<file path="config.mk">
export PLATFORM = sky130hd
export DESIGN_NAME = plcr_top
export DESIGN_NICKNAME = d
export VERILOG_FILES = /design/src/plcr_pkg.sv /design/src/plcr_strm_if.sv /design/src/plcr_fifo.sv /design/src/plcr_top.sv
export SDC_FILE = /design/constraint.sdc
export NUM_CORES = 1
export LEC_CHECK = 0
export ABC_AREA = 0
export BUFFER_PORTS_ARGS = -buffer_cell sky130_fd_sc_hd__buf_4
export CORE_UTILIZATION = 50
export DETAILED_ROUTE_END_ITERATION = 10
export GPL_ROUTABILITY_DRIVEN = 0
export PLACE_DENSITY_LB_ADDON = 0.25
export SLEW_MARGIN = 20
export SYNTH_ARGS = -nofsm -noshare
export SYNTH_HDL_FRONTEND = slang
export SYNTH_HIERARCHICAL = 1
export SYNTH_SLANG_ARGS = --single-unit
export TNS_END_PERCENT = 100
</file>
<file path="constraint.sdc">
create_clock -name core_clk_i -period 18.17 [get_ports core_clk_i]
set_input_delay 0.9085 -clock core_clk_i [delete_from_list [all_inputs] [get_ports core_clk_i]]
set_output_delay 0.9085 -clock core_clk_i [all_outputs]
set_load 0.05 [all_outputs]
</file>
<file path="src/plcr_pkg.sv">
/*
 plcr_pkg: shared constants, state codes and coding functions for the
 line coding and recovery block.
 Assumes one core clock at 10 MHz; one line bit (100 Mbps) or one
 Manchester half cell (10 Mbps) moves per core clock.
*/
`default_nettype none
package plcr_pkg;
	// clock and time figures
	localparam int CLK_NS        = 100;
	localparam int WDOG_WIN_NS   = 8000;
	localparam int WDOG_WIN_CYC  = WDOG_WIN_NS / CLK_NS;
	localparam int RETRAIN_NS    = 200000;
	localparam int RETRAIN_CYC   = (RETRAIN_NS + CLK_NS - 1) / CLK_NS;
	localparam int SYNC_WIN_US   = 1000;
	localparam int SYNC_WIN_CYC  = (SYNC_WIN_US * 1000) / CLK_NS;
	localparam int DEV_PCT       = 3;
	localparam int PCT_FULL      = 100;
	localparam int REF_TICKS     = 20;
	// widths and counts
	localparam int NIB_W         = 4;
	localparam int SYM_W         = 5;
	localparam int FIFO_W        = 5;
	localparam int FIFO_D        = 8;
	localparam int SCR_W         = 11;
	localparam int SCR_TAP_HI    = 10;
	localparam int SCR_TAP_LO    = 8;
	localparam logic [10:0] SCR_SEED = 11'h7ff;
	localparam logic [4:0] IDLE_ONES_MIN = 5'h19;
	localparam logic [4:0] LOCK_HALVES   = 5'h18;
	localparam logic [2:0] LAST_BIT_100  = 3'h4;
	localparam logic [2:0] LAST_HALF_10  = 3'h7;
	localparam logic [2:0] TXC_HI_100    = 3'h2;
	localparam logic [2:0] TXC_HI_10     = 3'h4;
	localparam logic [2:0] RXC_HI_100    = 3'h3;
	// code groups and nibbles
	localparam logic [4:0] CG_IDLE = 5'h1f;
	localparam logic [4:0] CG_J    = 5'h18;
	localparam logic [4:0] CG_K    = 5'h11;
	localparam logic [4:0] CG_T    = 5'h0d;
	localparam logic [4:0] CG_R    = 5'h07;
	localparam logic [4:0] CG_H    = 5'h04;
	localparam logic [3:0] NIB_SSD  = 4'h5;
	localparam logic [3:0] NIB_ZERO = 4'h0;
	localparam logic [7:0] SOI_CELLS = 8'hff;
	localparam logic [7:0] OFF_CELLS = 8'h00;

	typedef enum logic [5:0] {
		TX_IDLE = 6'b000001,
		TX_K    = 6'b000010,
		TX_DATA = 6'b000100,
		TX_R    = 6'b001000,
		TX_MAN  = 6'b010000,
		TX_SOI  = 6'b100000
	} plcr_tx_st_t;

	typedef enum logic [4:0] {
		RX_HUNT = 5'b00001,
		RX_SSD  = 5'b00010,
		RX_PKT  = 5'b00100,
		RX_END  = 5'b01000,
		RX_MAN  = 5'b10000
	} plcr_rx_st_t;

	// nibble to data code group
	function automatic logic [4:0] plcr_enc(input logic [3:0] nib);
		logic [4:0] cg;
		cg = 5'h1e;
		unique case (nib)
			4'h0: cg = 5'h1e;
			4'h1: cg = 5'h09;
			4'h2: cg = 5'h14;
			4'h3: cg = 5'h15;
			4'h4: cg = 5'h0a;
			4'h5: cg = 5'h0b;
			4'h6: cg = 5'h0e;
			4'h7: cg = 5'h0f;
			4'h8: cg = 5'h12;
			4'h9: cg = 5'h13;
			4'ha: cg = 5'h16;
			4'hb: cg = 5'h17;
			4'hc: cg = 5'h1a;
			4'hd: cg = 5'h1b;
			4'he: cg = 5'h1c;
			4'hf: cg = 5'h1d;
		endcase
		return cg;
	endfunction

	// code group to {data_ok, nibble}; anything else is zero
	function automatic logic [4:0] plcr_dec(input logic [4:0] cg);
		logic [4:0] r;
		r = {1'b0, NIB_ZERO};
		for (int i = 0; i < 16; i++) begin
			if (plcr_enc(4'(i)) == cg) begin
				r = {1'b1, 4'(i)};
			end
		end
		return r;
	endfunction

	// first half complement, second half true, lsb first
	function automatic logic [7:0] plcr_man(input logic [3:0] n);
		return {~n[0], n[0], ~n[1], n[1], ~n[2], n[2], ~n[3], n[3]};
	endfunction

	// watchdog deviation test in percent
	function automatic logic plcr_dev(input logic [7:0] cnt, input logic [7:0] ref_cnt);
		int diff;
		diff = (cnt > ref_cnt) ? int'(cnt) - int'(ref_cnt) : int'(ref_cnt) - int'(cnt);
		return (diff * PCT_FULL) > (int'(ref_cnt) * DEV_PCT);
	endfunction
endpackage
`default_nettype wire

</file>
<file path="src/plcr_strm_if.sv">
/*
 plcr_strm_if: valid/ready word stream between the block's own modules.
 Assumes both ends share one clock.
*/
`timescale 1ns/100ps
`default_nettype none
interface plcr_strm_if #(parameter int W = 5);
	logic [W-1:0] data;
	logic         valid;
	logic         ready;
	modport src (output data, output valid, input ready);
	modport snk (input data, input valid, output ready);
endinterface
`default_nettype wire

</file>
<file path="src/plcr_fifo.sv">
/*
 plcr_fifo: first-word-fall-through FIFO, width and depth as parameters.
 Assumes depth is a power of two and a synchronous active-high reset.
*/
`timescale 1ns/100ps
`default_nettype none
module plcr_fifo #(
	parameter int W = 5,
	parameter int D = 8
) (
	input wire logic core_clk_i,
	input wire logic rst_i,
	plcr_strm_if.snk wr_if,
	plcr_strm_if.src rd_if
);
	localparam int AW = $clog2(D);

	logic [W-1:0] mem_ff [D];
	logic [AW-1:0] wp_ff;
	logic [AW-1:0] rp_ff;
	logic [AW:0]   cnt_ff;
	logic          push;
	logic          pop;

	// honest full and empty from the fill count
	assign wr_if.ready = cnt_ff != (AW + 1)'(D);
	assign rd_if.valid = cnt_ff != '0;
	assign rd_if.data  = mem_ff[rp_ff];
	assign push        = wr_if.valid & wr_if.ready;
	assign pop         = rd_if.valid & rd_if.ready;

	// storage needs no reset, the count guards reads
	always_ff @(posedge core_clk_i) begin
		if (push) begin
			mem_ff[wp_ff] <= wr_if.data;
		end
	end

	// pointers and fill count
	always_ff @(posedge core_clk_i) begin
		if (rst_i) begin
			wp_ff  <= '0;
			rp_ff  <= '0;
			cnt_ff <= '0;
		end else begin
			wp_ff  <= push ? wp_ff + 1'b1 : wp_ff;
			rp_ff  <= pop ? rp_ff + 1'b1 : rp_ff;
			cnt_ff <= cnt_ff + (AW + 1)'(push) - (AW + 1)'(pop);
		end
	end
endmodule
`default_nettype wire

</file>
<file path="src/plcr_top.sv">
/*
 plcr_top: 4B5B/scrambler and Manchester coding paths, descrambler sync,
 code-group alignment, receive clock selection and PLL watchdog.
 Assumes line bits and analog status arrive asynchronously, MAC nibbles
 arrive on the core clock, and the MAC honours tx_ready_o.
*/
`timescale 1ns/100ps
`default_nettype none
module plcr_top #(
	parameter int SYNC_WIN = plcr_pkg::SYNC_WIN_CYC
) (
	input  wire logic                       core_clk_i,
	input  wire logic                       rst_i,
	input  wire logic                       speed_100_i,
	input  wire logic                       status_clr_i,
	input  wire logic [plcr_pkg::NIB_W-1:0] txd_i,
	input  wire logic                       tx_en_i,
	output logic                            tx_ready_o,
	output logic                            tx_clk_o,
	output logic                            tx_line_o,
	output logic                            tx_line_oe_o,
	input  wire logic                       rx_line_i,
	input  wire logic                       squelch_ok_i,
	input  wire logic                       eq_settled_i,
	input  wire logic                       pll_tick_i,
	output logic                            pll_src_line_o,
	output logic                            rx_clk_o,
	output logic [plcr_pkg::NIB_W-1:0]      rxd_o,
	output logic                            rx_dv_o,
	output logic                            rx_er_o,
	output logic                            ssd_err_o,
	output logic                            esd_err_o,
	output logic                            code_err_o,
	output logic                            loss_sync_o,
	output logic                            retrain_o
);
	import plcr_pkg::*;

	localparam int TW = $clog2(SYNC_WIN + 1);

	plcr_strm_if #(.W(FIFO_W)) txw_if ();
	plcr_strm_if #(.W(FIFO_W)) txr_if ();

	plcr_fifo #(.W(FIFO_W), .D(FIFO_D)) u_tx_fifo (
		.core_clk_i (core_clk_i),
		.rst_i      (rst_i),
		.wr_if      (txw_if),
		.rd_if      (txr_if)
	);

	logic              mode_ff;
	logic              mode_chg;
	logic              tx_en_d_ff;
	plcr_tx_st_t       tx_st_ff;
	plcr_tx_st_t       nxt_tx_st;
	logic [7:0]        sh_ff;
	logic [7:0]        nxt_sh;
	logic [2:0]        tcnt_ff;
	logic              nxt_drive;
	logic              drive_ff;
	logic              load;
	logic [SCR_W-1:0]  scr_ff;
	logic              scr_key;
	logic              line_ff;
	logic              oe_ff;
	logic              txc_ff;
	logic [3:0]        s1_ff;
	logic [3:0]        s2_ff;
	logic              tick_d_ff;
	logic              tick_rise;
	logic              line_ok;
	logic              rx_bit;
	logic [SCR_W-1:0]  dsc_ff;
	logic              dkey;
	logic              descr;
	logic [4:0]        ones_ff;
	logic              ones_full;
	logic              synced_ff;
	logic [TW-1:0]     stmr_ff;
	logic [9:0]        win_ff;
	logic [9:0]        w;
	logic [4:0]        dec;
	logic              bound;
	plcr_rx_st_t       rx_st_ff;
	logic [2:0]        bcnt_ff;
	logic [4:0]        hcnt_ff;
	logic              prev_ff;
	logic [3:0]        nib_ff;
	logic [3:0]        rxd_ff;
	logic              dv_ff;
	logic              er_ff;
	logic              rxc_ff;
	logic              ssd_hit_ff;
	logic              esd_hit_ff;
	logic              code_hit_ff;
	logic              ssd_ff;
	logic              esd_ff;
	logic              code_ff;
	logic [6:0]        wcnt_ff;
	logic [7:0]        tick_cnt_ff;
	logic [10:0]       rtr_ff;

	// one speed latch steers both paths
	assign mode_chg = mode_ff != speed_100_i;
	always_ff @(posedge core_clk_i) begin
		mode_ff <= rst_i ? 1'b0 : speed_100_i;
	end

	// nibbles enter only under transmit enable; rising enable tags start
	assign txw_if.data  = {tx_en_i & ~tx_en_d_ff, txd_i};
	assign txw_if.valid = tx_en_i;
	assign tx_ready_o   = txw_if.ready;
	always_ff @(posedge core_clk_i) begin
		tx_en_d_ff <= rst_i ? 1'b0 : tx_en_i;
	end

	// next symbol chosen at each symbol boundary
	assign load = tcnt_ff == 3'h0;
	always_comb begin
		nxt_tx_st    = tx_st_ff;
		nxt_sh       = {CG_IDLE, 3'h0};
		nxt_drive    = mode_ff;
		txr_if.ready = 1'b0;
		unique case (tx_st_ff)
			TX_IDLE: begin
				if (mode_ff) begin
					// idle fill, J replaces first preamble nibble
					if (txr_if.valid && txr_if.data[NIB_W]) begin
						txr_if.ready = load;
						nxt_sh       = {CG_J, 3'h0};
						nxt_tx_st    = TX_K;
					end
				end else begin
					nxt_sh = OFF_CELLS;
					if (txr_if.valid && txr_if.data[NIB_W]) begin
						txr_if.ready = load;
						nxt_sh       = plcr_man(txr_if.data[NIB_W-1:0]);
						nxt_drive    = 1'b1;
						nxt_tx_st    = TX_MAN;
					end
				end
			end
			TX_K: begin
				txr_if.ready = load;
				nxt_sh       = {CG_K, 3'h0};
				nxt_tx_st    = TX_DATA;
			end
			TX_DATA: begin
				if (txr_if.valid && !txr_if.data[NIB_W]) begin
					txr_if.ready = load;
					nxt_sh       = {plcr_enc(txr_if.data[NIB_W-1:0]), 3'h0};
				end else if (txr_if.valid || !tx_en_i) begin
					// T then R closes the packet
					nxt_sh    = {CG_T, 3'h0};
					nxt_tx_st = TX_R;
				end else begin
					nxt_sh = {CG_H, 3'h0}; // underrun marker
				end
			end
			TX_R: begin
				nxt_sh    = {CG_R, 3'h0};
				nxt_tx_st = TX_IDLE;
			end
			TX_MAN: begin
				nxt_drive = 1'b1;
				if (txr_if.valid && !txr_if.data[NIB_W]) begin
					txr_if.ready = load;
					nxt_sh       = plcr_man(txr_if.data[NIB_W-1:0]);
				end else begin
					nxt_sh    = SOI_CELLS;
					nxt_tx_st = TX_SOI;
				end
			end
			TX_SOI: begin
				nxt_sh    = OFF_CELLS;
				nxt_drive = 1'b0;
				nxt_tx_st = TX_IDLE;
			end
		endcase
	end

	// symbol shifter: 5 bits at 100 Mbps, 8 half cells at 10 Mbps
	always_ff @(posedge core_clk_i) begin
		if (rst_i || mode_chg) begin
			tx_st_ff <= TX_IDLE;
			sh_ff    <= OFF_CELLS;
			tcnt_ff  <= 3'h0;
			drive_ff <= 1'b0;
		end else if (load) begin
			tx_st_ff <= nxt_tx_st;
			sh_ff    <= nxt_sh;
			tcnt_ff  <= mode_ff ? LAST_BIT_100 : LAST_HALF_10;
			drive_ff <= nxt_drive;
		end else begin
			sh_ff   <= {sh_ff[6:0], 1'b0};
			tcnt_ff <= tcnt_ff - 3'h1;
		end
	end

	// 11-bit key stream, x^11 + x^9 + 1
	assign scr_key = scr_ff[SCR_TAP_HI] ^ scr_ff[SCR_TAP_LO];
	always_ff @(posedge core_clk_i) begin
		if (rst_i) begin
			scr_ff <= SCR_SEED;
		end else if (mode_ff) begin
			scr_ff <= {scr_ff[SCR_W-2:0], scr_key};
		end
	end

	// scrambled only at 100 Mbps; clock output from the symbol count
	always_ff @(posedge core_clk_i) begin
		if (rst_i) begin
			line_ff <= 1'b0;
			oe_ff   <= 1'b0;
			txc_ff  <= 1'b0;
		end else begin
			line_ff <= mode_ff ? sh_ff[7] ^ scr_key : sh_ff[7];
			oe_ff   <= drive_ff;
			txc_ff  <= tcnt_ff >= (mode_ff ? TXC_HI_100 : TXC_HI_10);
		end
	end
	assign tx_line_o    = line_ff;
	assign tx_line_oe_o = oe_ff;
	assign tx_clk_o     = txc_ff;

	// two-stage sync: line, squelch, equalizer, pll tick
	always_ff @(posedge core_clk_i) begin
		if (rst_i) begin
			s1_ff     <= 4'h0;
			s2_ff     <= 4'h0;
			tick_d_ff <= 1'b0;
		end else begin
			s1_ff     <= {pll_tick_i, eq_settled_i, squelch_ok_i, rx_line_i};
			s2_ff     <= s1_ff;
			tick_d_ff <= s2_ff[3];
		end
	end

	// line feeds the PLL only when squelch agrees, the equalizer too at 100 Mbps, and no retrain runs
	assign line_ok        = s2_ff[1] & (s2_ff[2] | ~mode_ff) & (rtr_ff == 11'h0);
	assign pll_src_line_o = line_ok;
	assign retrain_o      = rtr_ff != 11'h0;
	assign rx_bit = line_ok & s2_ff[0];

	// recovered ticks against the reference over each window
	assign tick_rise = s2_ff[3] & ~tick_d_ff;
	always_ff @(posedge core_clk_i) begin
		if (rst_i || !line_ok) begin
			wcnt_ff     <= 7'h0;
			tick_cnt_ff <= 8'h0;
		end else if (wcnt_ff == 7'(WDOG_WIN_CYC - 1)) begin
			wcnt_ff     <= 7'h0;
			tick_cnt_ff <= 8'h0;
		end else begin
			wcnt_ff     <= wcnt_ff + 7'h1;
			tick_cnt_ff <= tick_cnt_ff + 8'(tick_rise);
		end
	end

	// retrain hold counted on the core clock
	always_ff @(posedge core_clk_i) begin
		if (rst_i) begin
			rtr_ff <= 11'h0;
		// last cycle's edge counts too, else a clean clock reads one tick short
		end else if (line_ok && wcnt_ff == 7'(WDOG_WIN_CYC - 1)
				&& plcr_dev(tick_cnt_ff + 8'(tick_rise), 8'(REF_TICKS))) begin
			rtr_ff <= 11'(RETRAIN_CYC);
		end else if (rtr_ff != 11'h0) begin
			rtr_ff <= rtr_ff - 11'h1;
		end
	end

	// descrambler trains on idle, then free-runs
	assign dkey      = dsc_ff[SCR_TAP_HI] ^ dsc_ff[SCR_TAP_LO];
	assign descr     = rx_bit ^ dkey;
	assign ones_full = descr && ones_ff == IDLE_ONES_MIN - 5'h1;
	always_ff @(posedge core_clk_i) begin
		if (rst_i || !mode_ff) begin
			dsc_ff    <= SCR_SEED;
			ones_ff   <= 5'h0;
			synced_ff <= 1'b0;
			stmr_ff   <= '0;
		end else begin
			dsc_ff  <= {dsc_ff[SCR_W-2:0], synced_ff ? dkey : ~rx_bit};
			ones_ff <= !descr ? 5'h0 : (ones_full ? ones_ff : ones_ff + 5'h1);
			// 25 idle ones restart the 1 ms window, expiry drops sync
			if (ones_full) begin
				synced_ff <= 1'b1;
				stmr_ff   <= '0;
			end else if (synced_ff && stmr_ff == TW'(SYNC_WIN - 1)) begin
				synced_ff <= 1'b0;
				stmr_ff   <= '0;
			end else begin
				stmr_ff <= synced_ff ? stmr_ff + 1'b1 : '0;
			end
		end
	end

	// group window and decode
	assign w     = {win_ff[8:0], descr};
	assign dec   = plcr_dec(w[4:0]);
	assign bound = bcnt_ff == LAST_BIT_100;
	always_ff @(posedge core_clk_i) begin
		win_ff  <= rst_i ? 10'h0 : w;
		prev_ff <= rst_i ? 1'b0 : rx_bit;
	end

	// receive framing and nibble output for both speeds
	always_ff @(posedge core_clk_i) begin
		ssd_hit_ff  <= 1'b0;
		esd_hit_ff  <= 1'b0;
		code_hit_ff <= 1'b0;
		if (rst_i || mode_chg) begin
			rx_st_ff <= RX_HUNT;
			bcnt_ff  <= 3'h0;
			hcnt_ff  <= 5'h0;
			nib_ff   <= NIB_ZERO;
			rxd_ff   <= NIB_ZERO;
			dv_ff    <= 1'b0;
			er_ff    <= 1'b0;
		end else if (mode_ff) begin
			bcnt_ff <= bound ? 3'h0 : bcnt_ff + 3'h1;
			unique case (rx_st_ff)
				RX_HUNT: begin
					// framing restarts on J after idle
					if (synced_ff && w[4:0] == CG_J && w[9:5] == CG_IDLE) begin
						bcnt_ff  <= 3'h0;
						rx_st_ff <= RX_SSD;
						rxd_ff   <= NIB_SSD;
						dv_ff    <= 1'b1;
						er_ff    <= 1'b0;
					end else if (bound) begin
						rxd_ff <= NIB_ZERO;
						dv_ff  <= 1'b0;
						er_ff  <= 1'b0;
					end
				end
				RX_SSD: if (bound) begin
					// second data-5 in place of K
					rxd_ff   <= w[4:0] == CG_K ? NIB_SSD : NIB_ZERO;
					// broken delimiter flagged on its nibble
					er_ff    <= w[4:0] != CG_K;
					ssd_hit_ff <= w[4:0] != CG_K;
					rx_st_ff <= w[4:0] == CG_K ? RX_PKT : RX_HUNT;
				end
				RX_PKT: if (bound) begin
					if (w[4:0] == CG_T) begin
						// zero nibble in place of T
						rxd_ff   <= NIB_ZERO;
						er_ff    <= 1'b0;
						rx_st_ff <= RX_END;
					end else if (w[4:0] == CG_IDLE) begin
						rxd_ff     <= NIB_ZERO;
						er_ff      <= 1'b1;
						esd_hit_ff <= 1'b1;
						rx_st_ff   <= RX_HUNT;
					end else begin
						rxd_ff      <= dec[3:0];
						er_ff       <= ~dec[4];
						code_hit_ff <= ~dec[4];
					end
				end
				RX_END: if (bound) begin
					// zero nibble in place of R
					rxd_ff     <= NIB_ZERO;
					er_ff      <= w[4:0] != CG_R;
					esd_hit_ff <= w[4:0] != CG_R;
					rx_st_ff   <= RX_HUNT;
				end
				RX_MAN: rx_st_ff <= RX_HUNT;
			endcase
			if (!synced_ff && rx_st_ff != RX_HUNT) begin
				rx_st_ff <= RX_HUNT;
			end
		end else begin
			er_ff   <= 1'b0;
			bcnt_ff <= bcnt_ff + 3'h1;
			unique case (rx_st_ff)
				RX_MAN: begin
					if (!line_ok) begin
						rx_st_ff <= RX_HUNT;
						rxd_ff   <= NIB_ZERO;
						dv_ff    <= 1'b0;
					end else if (bcnt_ff[0]) begin
						// no mid-cell transition means start of idle, dropped
						if (rx_bit == prev_ff) begin
							rx_st_ff <= RX_HUNT;
							rxd_ff   <= NIB_ZERO;
							dv_ff    <= 1'b0;
						end else begin
							nib_ff <= {rx_bit, nib_ff[3:1]};
							if (bcnt_ff == LAST_HALF_10) begin
								rxd_ff <= {rx_bit, nib_ff[3:1]};
								dv_ff  <= 1'b1;
							end
						end
					end
				end
				default: begin
					rx_st_ff <= RX_HUNT;
					rxd_ff   <= NIB_ZERO;
					dv_ff    <= 1'b0;
					// lock within 12 bit times, then frame on a mid-cell edge
					if (!line_ok) begin
						hcnt_ff <= 5'h0;
					end else if (hcnt_ff != LOCK_HALVES) begin
						hcnt_ff <= hcnt_ff + 5'h1;
					end else if (rx_bit != prev_ff) begin
						nib_ff   <= {rx_bit, 3'h0};
						bcnt_ff  <= 3'h2;
						hcnt_ff  <= 5'h0;
						rx_st_ff <= RX_MAN;
					end
				end
			endcase
		end
	end

	// nibble clock from the group count; transmit clock until framed
	always_ff @(posedge core_clk_i) begin
		if (rst_i) begin
			rxc_ff <= 1'b0;
		end else if (rx_st_ff == RX_HUNT) begin
			rxc_ff <= txc_ff;
		end else begin
			rxc_ff <= bcnt_ff < (mode_ff ? RXC_HI_100 : TXC_HI_10);
		end
	end

	// sticky error bits, a new hit beats the clear
	always_ff @(posedge core_clk_i) begin
		if (rst_i) begin
			ssd_ff  <= 1'b0;
			esd_ff  <= 1'b0;
			code_ff <= 1'b0;
		end else begin
			ssd_ff  <= ssd_hit_ff | (ssd_ff & ~status_clr_i);
			esd_ff  <= esd_hit_ff | (esd_ff & ~status_clr_i);
			code_ff <= code_hit_ff | (code_ff & ~status_clr_i);
		end
	end

	assign rxd_o      = rxd_ff;
	assign rx_dv_o    = dv_ff;
	// no receive error at 10 Mbps
	assign rx_er_o    = er_ff & mode_ff;
	assign rx_clk_o   = rxc_ff;
	assign ssd_err_o  = ssd_ff;
	assign esd_err_o  = esd_ff;
	assign code_err_o = code_ff;
	// loss of sync held while unsynchronized
	assign loss_sync_o = ~synced_ff;
endmodule
`default_nettype wire

</file>
# Word-level counts from Yosys, hierarchy flattened
# Memories as Yosys holds them, arrays and structs flattened. A register that Yosys moved wholly into a read port is not among the register bits.
# Index checks and enable logic that the tools add are counted.
dict set report totals {
  ramBits 40
  in_bits 13
  reg_bits 150
  wordCells 334
  output_inout_bits 17
  rom_bits 80
  mem_count 2
}
dict set report classes {
  order_cmp 4
  n_bitwise 36
  n_addsub 14
  mul 1
  muxes 123
  reduce_logical 43
  n_eq_ne 70
}
# memory words width rd rd_ports_with_merged_regs write_ports line_no
set memory_table {}
lappend memory_table {{(name not given)} 16 5 1 0 0 plcr_pkg.sv:69} ;# unique case (nib)
lappend memory_table {u_tx_fifo.mem_ff 8 5 1 1 1 plcr_fifo.sv:18} ;# logic [W-1:0] mem_ff [D];
# operator n
set ops {}
lappend ops {{$mux W5} 34}
lappend ops {{$mux W4} 19}
lappend ops {{$eq A5 B5 Y1 const A} 11}
lappend ops {{$pmux W8 S6} 1}
lappend ops {{$mux W3} 15}
lappend ops {{$mux W6} 7}
lappend ops {{$mux W8} 5}
lappend ops {{$gt A32 B7 Y1 const B} 1}
lappend ops {{$mul A32 B6 Y30 const B} 1}
lappend ops {{$mux W32} 1}
lappend ops {{$eq A5 B5 Y1 const B} 6}
lappend ops {{$mux W1} 30}
lappend ops {{$pmux W6 S5} 1}
lappend ops {{$ne A4 B4 Y1 const B} 7}
lappend ops {{$eq A4 B5 Y1 const A} 5}
lappend ops {{$pmux W5 S5} 1}
lappend ops {{$mux W11} 2}
lappend ops {{$ne A5 B5 Y1 const B} 4}
lappend ops {{$ne A2 B2 Y1 const B} 9}
lappend ops {{$not A1 Y1} 17}
lappend ops {{$pmux W4 S4} 1}
lappend ops {{$reduce_and A5 Y1} 3}
lappend ops {{$add A14 B1 Y14 const B} 1}
lappend ops {{$eq A14 B14 Y1 const B} 1}
lappend ops {{other kinds (55)} 108}

# Longest topological paths before layout
# Gate-level depths: netlist (run 1).
dict set report depth {
  word_depth 28
  ltp_mapped 29
  mapped_depth_nobuf 29
}

# By module
# Netlist (run 1), hierarchy kept.
# mod seq_area_each_um2 n_inst area_per_inst_um2 cells_each
set by_module_without_submodules {}
lappend by_module_without_submodules {plcr_top 2782.7 1 7838.8 934}
lappend by_module_without_submodules {plcr_fifo 1461.4 1 2218.4 137}

# Worst setup path before layout (run 1)
# Ideal clock, no wire load.
dict set report synth_timing {
  path_type {reg2reg}
  from {register s2_ff[3]}
  to {register rtr_ff[0]}
  setup_ns 0.060
  path_buffers 0
  period_less_slack_ns 6.299
  required_time_ns 18.110
  arrival_ns 6.238
  setup_slack_ns 11.871
  stages_incl_launch_ff 26
  cell_sequence {dfxtp_1 nor2b_1 ha_1 ha_1 nor3_1 a311oi_1 or2_2 a21oi_1 mux2_2 ha_1 fa_1 ha_1 inv_1 fa_1 nand2b_1 a21oi_1 o21ai_0 nand2b_1 a21o_1 ha_1 nor4b_1 nand2_1 or4_1 a2111o_1 o311ai_4 and3b_1}
}
dict set report synth_via {
  elab_chain_cells 8
  word_cells_on_any_way 10
  cone_classes {add/sub: 3; mul: 1; order compare: 2; mux: 1; bitwise: 1; reduce/logical: 2}
}
# item line_no
set synth_lines {}
lappend synth_lines {{from (decl)} plcr_top.sv:68} ;# logic [3:0] s2_ff;
lappend synth_lines {{from (signal assigned)} plcr_top.sv:230} ;# s2_ff <= 4'h0;
lappend synth_lines {{from (signal assigned)} plcr_top.sv:234} ;# s2_ff <= s1_ff;
lappend synth_lines {{$and A1 B1 Y1 (*)} plcr_top.sv:246} ;# assign tick_rise = s2_ff[3] & ~tick_d_ff;
lappend synth_lines {{$add A8 B1 Y8 (*)} plcr_top.sv:266} ;# && plcr_dev(tick_cnt_ff + 8'(tick_rise), 8'(REF_TICKS))) begin
lappend synth_lines {{$sub A5 B8 Y9 (tied with other cells)} plcr_pkg.sv:110} ;# diff = (cnt > ref_cnt) ? int'(cnt) - int'(ref_cnt) : int'(ref_cnt) - int'(cnt);
lappend synth_lines {{$mux W32 (*)} plcr_pkg.sv:110}
lappend synth_lines {{$mul A32 B6 Y30 (*)} plcr_pkg.sv:111} ;# return (diff * PCT_FULL) > (int'(ref_cnt) * DEV_PCT);
lappend synth_lines {{$gt A32 B7 Y1 (*)} plcr_pkg.sv:111}
lappend synth_lines {{$logic_and A1 B1 Y1 (*)} plcr_top.sv:266}
lappend synth_lines {{$reduce_or A2 Y1 (no line) (*)} -}
lappend synth_lines {{to (signal assigned)} plcr_top.sv:267} ;# rtr_ff <= 11'(RETRAIN_CYC);
lappend synth_lines {{to (signal assigned)} plcr_top.sv:269} ;# rtr_ff <= rtr_ff - 11'h1;
lappend synth_lines {{to (decl)} plcr_top.sv:101} ;# logic [10:0] rtr_ff;
# Every way passes the cells marked *; elsewhere a longest branch is shown, timed or not.
# A chain may end at the register's enable or synchronous reset.

# Worst setup path in the final report (run 1)
dict set report layout_timing {
  from {register s2_ff[3]}
  to {register rtr_ff[1]}
}
# Same word-level chain as after synthesis.

==> results of run 1 <==
flip-flops by register name (all words and copies together), names as in the netlist, 6 cells and up, named ones only:
register / cells
stmr_ff: 14
tx_st_ff: 6
wcnt_ff: 7
sh_ff: 8
scr_ff: 11
dsc_ff: 11
rtr_ff: 11
u_tx_fifo/mem_ff: 40
tick_cnt_ff: 8
win_ff: 9
cell families (layout without fill, tap and decap cells):
| kind of cell | after synthesis | count (layout) | share of synthesized area, % |
|---|---|---|---|
| and+or+nand+nor | 399 | 399 | 20.35 |
| AOI/OAI and AO/OA | 220 | 220 | 14.36 |
| DFF | 192 | 192 | 42.20 |
| buffers and inverters | 95 | 116 | 3.757 |
| adders and majority gates | 69 | 69 | 9.107 |
| xor gates and xnor gates | 61 | 61 | 5.312 |
| muxes | 35 | 35 | 4.914 |
final cells by class:
type / count / area [sq um]
timing repair buffer: 33 / 247.7
tap: 265 / 331.6
inverter: 51 / 196.4
clock inverter: 10 / 80.08
fill: 1742 / 8594
clock buffer: 22 / 454.2
multi-input combinational: 784 / 5441
sequential: 192 / 4244
final timing paths:
path | start | endpoint | slack [ns] | depth (start not counted)
worst max register to register | s2_ff[3] | rtr_ff[1] | 11.20 | 28
worst min-delay path | dsc_ff[6] | dsc_ff[7] | 0.41 | 1
worst min register to register | dsc_ff[6] | dsc_ff[7] | 0.41 | 1
worst max-delay path | s2_ff[3] | rtr_ff[1] | 11.20 | 28
where the power goes:
| part | switching [W] | leakage [nW] | total [W] | internal (W) |
|---|---|---|---|---|
| logic | 0.000138 | 2.27 | 0.000230 | 0.0000923 |
| clock network | 0.000162 | 0.258 | 0.000343 | 0.000181 |
| registers | 0.0000229 | 1.60 | 0.000488 | 0.000465 |
layer usage:
metal,vias up,part of all wire [%],track usage (%)
met5,-,0,0
met4,0,1.2,6.383
met3,17,4.1,4.065
met2,163,46,32.39
met1,3600,49,28.32
li1,3853,-,-
through the flow:
step,cell area [sq um],setup WS (ns)
after floorplan,10060,11.87
after global placement,10460,11.48
after detailed placement,10460,11.26
after CTS,11000,11.22
after global routing,11000,10.69
final,11000,11.20
layout by cell type, fill, tap and decap left out, drive strengths merged, types with 12 or more instances in the layout:
master  netlist  final
dfxtp       152    152
nor2        104    104
nand2        78     78
a21oi        66     66
ha           62     62
inv          51     56
o21ai        54     54
nand3        45     45
edfxtp       40     40
buf           9     33
xnor2        32     32
nor2b        32     32
xor2         29     29
nor3         27     27
clkbuf       35     22
nand2b       17     17
and2         16     16
or3          15     15
a31oi        14     14
mux2i        13     13
nand4        12     12
a211o        12     12
mux2         12     12
cell usage after synthesis, drive strengths merged (4+ instances only):
cell / count / share of area [%]
dfxtp: 152 / 30
nor2: 104 / 3.9
nand2: 78 / 2.9
a21oi: 66 / 3.3
ha: 62 / 7.7
o21ai: 54 / 2.8
inv: 51 / 2.0
nand3: 45 / 2.3
edfxtp: 40 / 12
clkbuf: 35 / 1.3
nor2b: 32 / 2.0
xnor2: 32 / 2.8
xor2: 29 / 2.5
nor3: 27 / 1.4
nand2b: 17 / 1.1
and2: 16 / 1.0
or3: 15 / 0.95
a31oi: 14 / 0.87
mux2i: 13 / 1.3
a211o: 12 / 1.0
mux2: 12 / 1.4
nand4: 12 / 0.75
and3: 10 / 0.63
mux4: 10 / 2.2
nor4: 10 / 0.68
a21o: 9 / 0.67
buf: 9 / 0.50
a211oi: 7 / 0.52
fa: 7 / 1.4
o211ai: 6 / 0.50
o221ai: 6 / 0.52
a22oi: 5 / 0.37
nand3b: 5 / 0.37
nor3b: 5 / 0.42
o2111ai: 5 / 0.50
o31ai: 5 / 0.37
and4: 4 / 0.35
or4: 4 / 0.30
==> results_dict.tcl, run 1 <==
set metrics [dict create \
    cts_tree "done" \
    cts-htree-levels 4 \
    tightest_slew_ns 0.9904 \
    n_antenna_cell 0 \
    num_vias 7633 \
    cp_max_fo 8 \
    grt_start_max_net_pins 46 \
    io_buffers 29 \
    dp_hpwl_mm 14.38 \
    wl_per_cell_microns 14.97 \
    syn_nets 1153 \
    utilization_pct 56.13 \
    max_freq_mhz 143.4 \
    overflow 0 \
    maxCapViolCount 0 \
    setup_viol 0 \
    fin_nets 1161 \
    tns_ns 0 \
    core_sq_um 19590 \
    cpPeakStageDelay_ns 0.47 \
    grt_pass1_vias 6907 \
    syn_avg_cell_area_sq_um 9.390 \
    crit_arrival_ns 7.34 \
    required_ns 18.54 \
    cts_resized 0 \
    cp.buffers_inverters 2 \
    rows 51 \
    synth-async-reset-ratio_pct 0 \
    synth_cell_types 84 \
    die_h_microns 143.8 \
    crit_type "reg -> reg" \
    cts_buffer_depth 2 \
    crit_path_frequent_cell "ha_1" \
    drt_iter0_markers 538 \
    skew_ns 0.009309 \
    synth_edf_count 40 \
    slew-limit-headroom_pct 33.97 \
    crit_slowest_cell "a2111o_1" \
    post_cts_buffers 0 \
    holdBufCountCts 0 \
    netlist_area_sq_um 10060 \
    worstSetupEndpointType "register" \
    finalHoldViolations 0 \
    dieArea_sq_um 20690 \
    timing.hold.ws_ns 0.4061 \
    min_path_type "reg -> reg" \
    synth_flop_cell "dfxtp_1" \
    status "complete, no violations" \
    ant_nets 0 \
    ys_warn_count 6 \
    clk_latency_ns 0.43 \
    placed_cells_incl_taps 1325 \
    p_per_area_nw_per_um2 96.52 \
    first_pass_iters 5 \
    route.final.wire_length_mm 20.31 \
    cts.sinks 192 \
    ios 30 \
    ys_seq_area_share_pct 42.20 \
    areaGrowthSynthToFinish_pct 9.330 \
    period_share_pct 38.37 \
    initial_utilization_pct 51.34 \
    via_per_inst 5.625 \
    crit_family "adder cells" \
    dieWidth_microns 143.8 \
    antenna_found_initial 0 \
    clkTransAtPathRegs_ns 0.07 \
    clk_root_buffer_cell "clkbuf_16" \
    synth_cells 1071 \
    drc_errors 0 \
    grt_usage_pct 20.58 \
    min_period_ns 6.972 \
    p_total_w 0.001061 \
    cts_buffers 17 \
    rsz0062_at_grt "false" \
    start_kind "register" \
    maxSlewViolCount 0 \
    layoutNonFillerInstCount 1357 \
    ir_drop_v 0.00007658 \
    grt_pass1_wl_mm 33.59 \
    leakage_nw 4.131 \
    layout-drive-gt1-share_pct 9.707 \
    ys_ff_latch 192 \
]
Note: power is estimated with default switching activity, not from simulation.
==> run 2, diff against run 1 <==
- clock period: 18.17 -> 6.6 ns (I/O delays scaled with it)
==> run 2 against run 1 <==
Against the previous run: clock-buffer cell count down 4; flip-flop and latch count unchanged; sequential power rose to 2.7 times the previous value; routed wire length up 2.7%; global-route usage up 0.68 points; register-to-register slack worse by 11 ns; largest power group unchanged; highest routed layer unchanged.
==> results_dict.tcl, run 2 (synthesis gave the netlist of run 1 again) <==
set metrics [dict create \
    period_share_pct 96.78 \
    fin_nets 1182 \
    clkTransAtPathRegs_ns 0.07 \
    rows 51 \
    die_h_microns 143.8 \
    crit_slowest_cell "or4_1" \
    whs_endpoint "s1_ff[0]" \
    cts.sinks 192 \
    tns_ns 0 \
    design_area_sq_um 11370 \
    crit_arrival_ns 6.76 \
    layout_common_cells "152 x dfxtp_1, 104 x nor2_1, 76 x nand2_1, 64 x a21oi_1, 57 x ha_1" \
    cts_tree "done" \
    tightest_slew_ns 1.001 \
    setup_viol 0 \
    route.final.wire_length_mm 20.85 \
    crit_family "simple AND/OR/NAND/NOR gates" \
    initial_utilization_pct 51.34 \
    cp.buffers_inverters 3 \
    clk_root_buffer_cell "clkbuf_16" \
    first_pass_iters 5 \
    largest_reg_flops 40 \
    overflow 0 \
    layout-drive-gt1-share_pct 13.84 \
    grt_start_max_net_pins 44 \
    cts_buffer_depth 2 \
    cts_buffers 17 \
    ios 30 \
    maxSlewViolCount 0 \
    leakage_nw 4.262 \
    dp_slack_ns -0.004662 \
    r2r_start "s2_ff[3]" \
    wl_per_cell_microns 15.13 \
    crit_type "reg -> reg" \
    required_ns 6.97 \
    reg_top3 "u_tx_fifo/mem_ff: 40 flops, stmr_ff: 14 flops" \
    drc_errors 0 \
    placed_cells_incl_taps 1342 \
    start_kind "register" \
    skew_ns 0.01228 \
    ir_drop_v 0.0001980 \
    maxCapViolCount 0 \
    grt_pass1_wl_mm 34.89 \
    hold_start "rx_line_i" \
    dieArea_sq_um 20690 \
    top_register "u_tx_fifo/mem_ff" \
    worstSetupEndpointType "register" \
    ant_nets 0 \
    layout_commonest_cell "dfxtp_1" \
    r2r_slack_ns 0.21 \
    via_per_inst 5.568 \
    io_buffers 29 \
    finalHoldViolations 0 \
    grt_usage_pct 21.26 \
    min_period_ns 6.387 \
    grt_pass1_vias 7215 \
    clk_latency_ns 0.43 \
    num_vias 7673 \
    r2r_cells 25 \
    cp_max_fo 8 \
    status "complete, no violations" \
    core_sq_um 19590 \
    dieWidth_microns 143.8 \
    areaGrowthSynthToFinish_pct 13.03 \
    antenna_found_initial 0 \
    place_area_sq_um 10580 \
    dp_hpwl_mm 14.43 \
    layoutNonFillerInstCount 1378 \
    drt_iter0_markers 646 \
    hold_depth 2 \
    p_per_area_nw_per_um2 268.0 \
    reg2reg_to "rtr_ff[1]" \
    min_path_type "in -> reg" \
    crit_path_frequent_cell "ha_1" \
    n_antenna_cell 0 \
    setup_slack_ns 0.2127 \
    slew-limit-headroom_pct 33.25 \
    cts-htree-levels 4 \
    max_freq_mhz 156.6 \
    holdBufCountCts 0 \
    cpPeakStageDelay_ns 0.54 \
]
run 2: cell count changes in the layout (fill, tap and decap cells not counted), moves of 3 or more:
cell       change
buf_4         +21
ha_1           -5
o21ai_0        -5
a211oi_1       -3
a211oi_2       +3
bufinv_16      +3
clkbuf_1       -3
ha_2           +3
o21ai_1        +3
xnor2_1        -3
xnor2_2        +3
run 2: how the worst max path moves through the flow:
stage / startpoint / end / slack [ns] / cells past startpoint
3_3_place_gp: s2_ff[3] / rtr_ff[0] / 0.10 / 25
4_1_cts: s2_ff[3] / rtr_ff[1] / 0.06 / 25
6_report: s2_ff[3] / rtr_ff[1] / 0.21 / 25
2_1_floorplan: s2_ff[3] / rtr_ff[0] / 0.30 / 25
5_1_grt: s2_ff[3] / rtr_ff[1] / -0.04 / 27
3_5_place_dp: s2_ff[3] / rtr_ff[1] / -0.005 / 25
run 2: per-stage QoR:
step / util (%) / power (W) / hold WS, ns
after floorplan: - / 0.001869 / 0.3844
after global placement: 54.02 / 0.001988 / 0.3874
after detailed placement: 54.02 / 0.001999 / 0.3961
after CTS: 57.20 / 0.003063 / 0.09382
after global routing: 58.03 / 0.003215 / 0.08657
final: 58.03 / 0.003047 / 0.1060
run 2: layout make-up:
cell class | count | area (sq um)
Tap cell | 265 | 331.6
Fill cell | 1721 | 8223
Timing Repair Buffer | 54 | 405.4
Multi-Input combinational cell | 784 | 5584
Clock inverter | 14 | 173.9
Inverter | 51 | 198.9
Sequential cell | 192 | 4244
Clock buffer | 18 | 429.2
run 2: timing repair:
item	CTS	global route
resized for setup	5	32
setup endpoints to repair	8	8
buffers inserted	0	4
pin swaps	1	10
run 2: power breakdown:
part	total (W)	switching, W	internal, W
registers	0.00134	0.0000622	0.00128
logic	0.000638	0.000380	0.000258
clock network	0.00107	0.000464	0.000603
total	0.00305	0.000907	0.00214
run 2: metal layers:
metal,track usage (%),part of all wire [%],up-vias
li1,-,-,3887
met1,29.39,49,3608
met2,33.71,46,161
met3,4.065,3.9,17
met4,5.935,1.2,0
met5,0,0,-
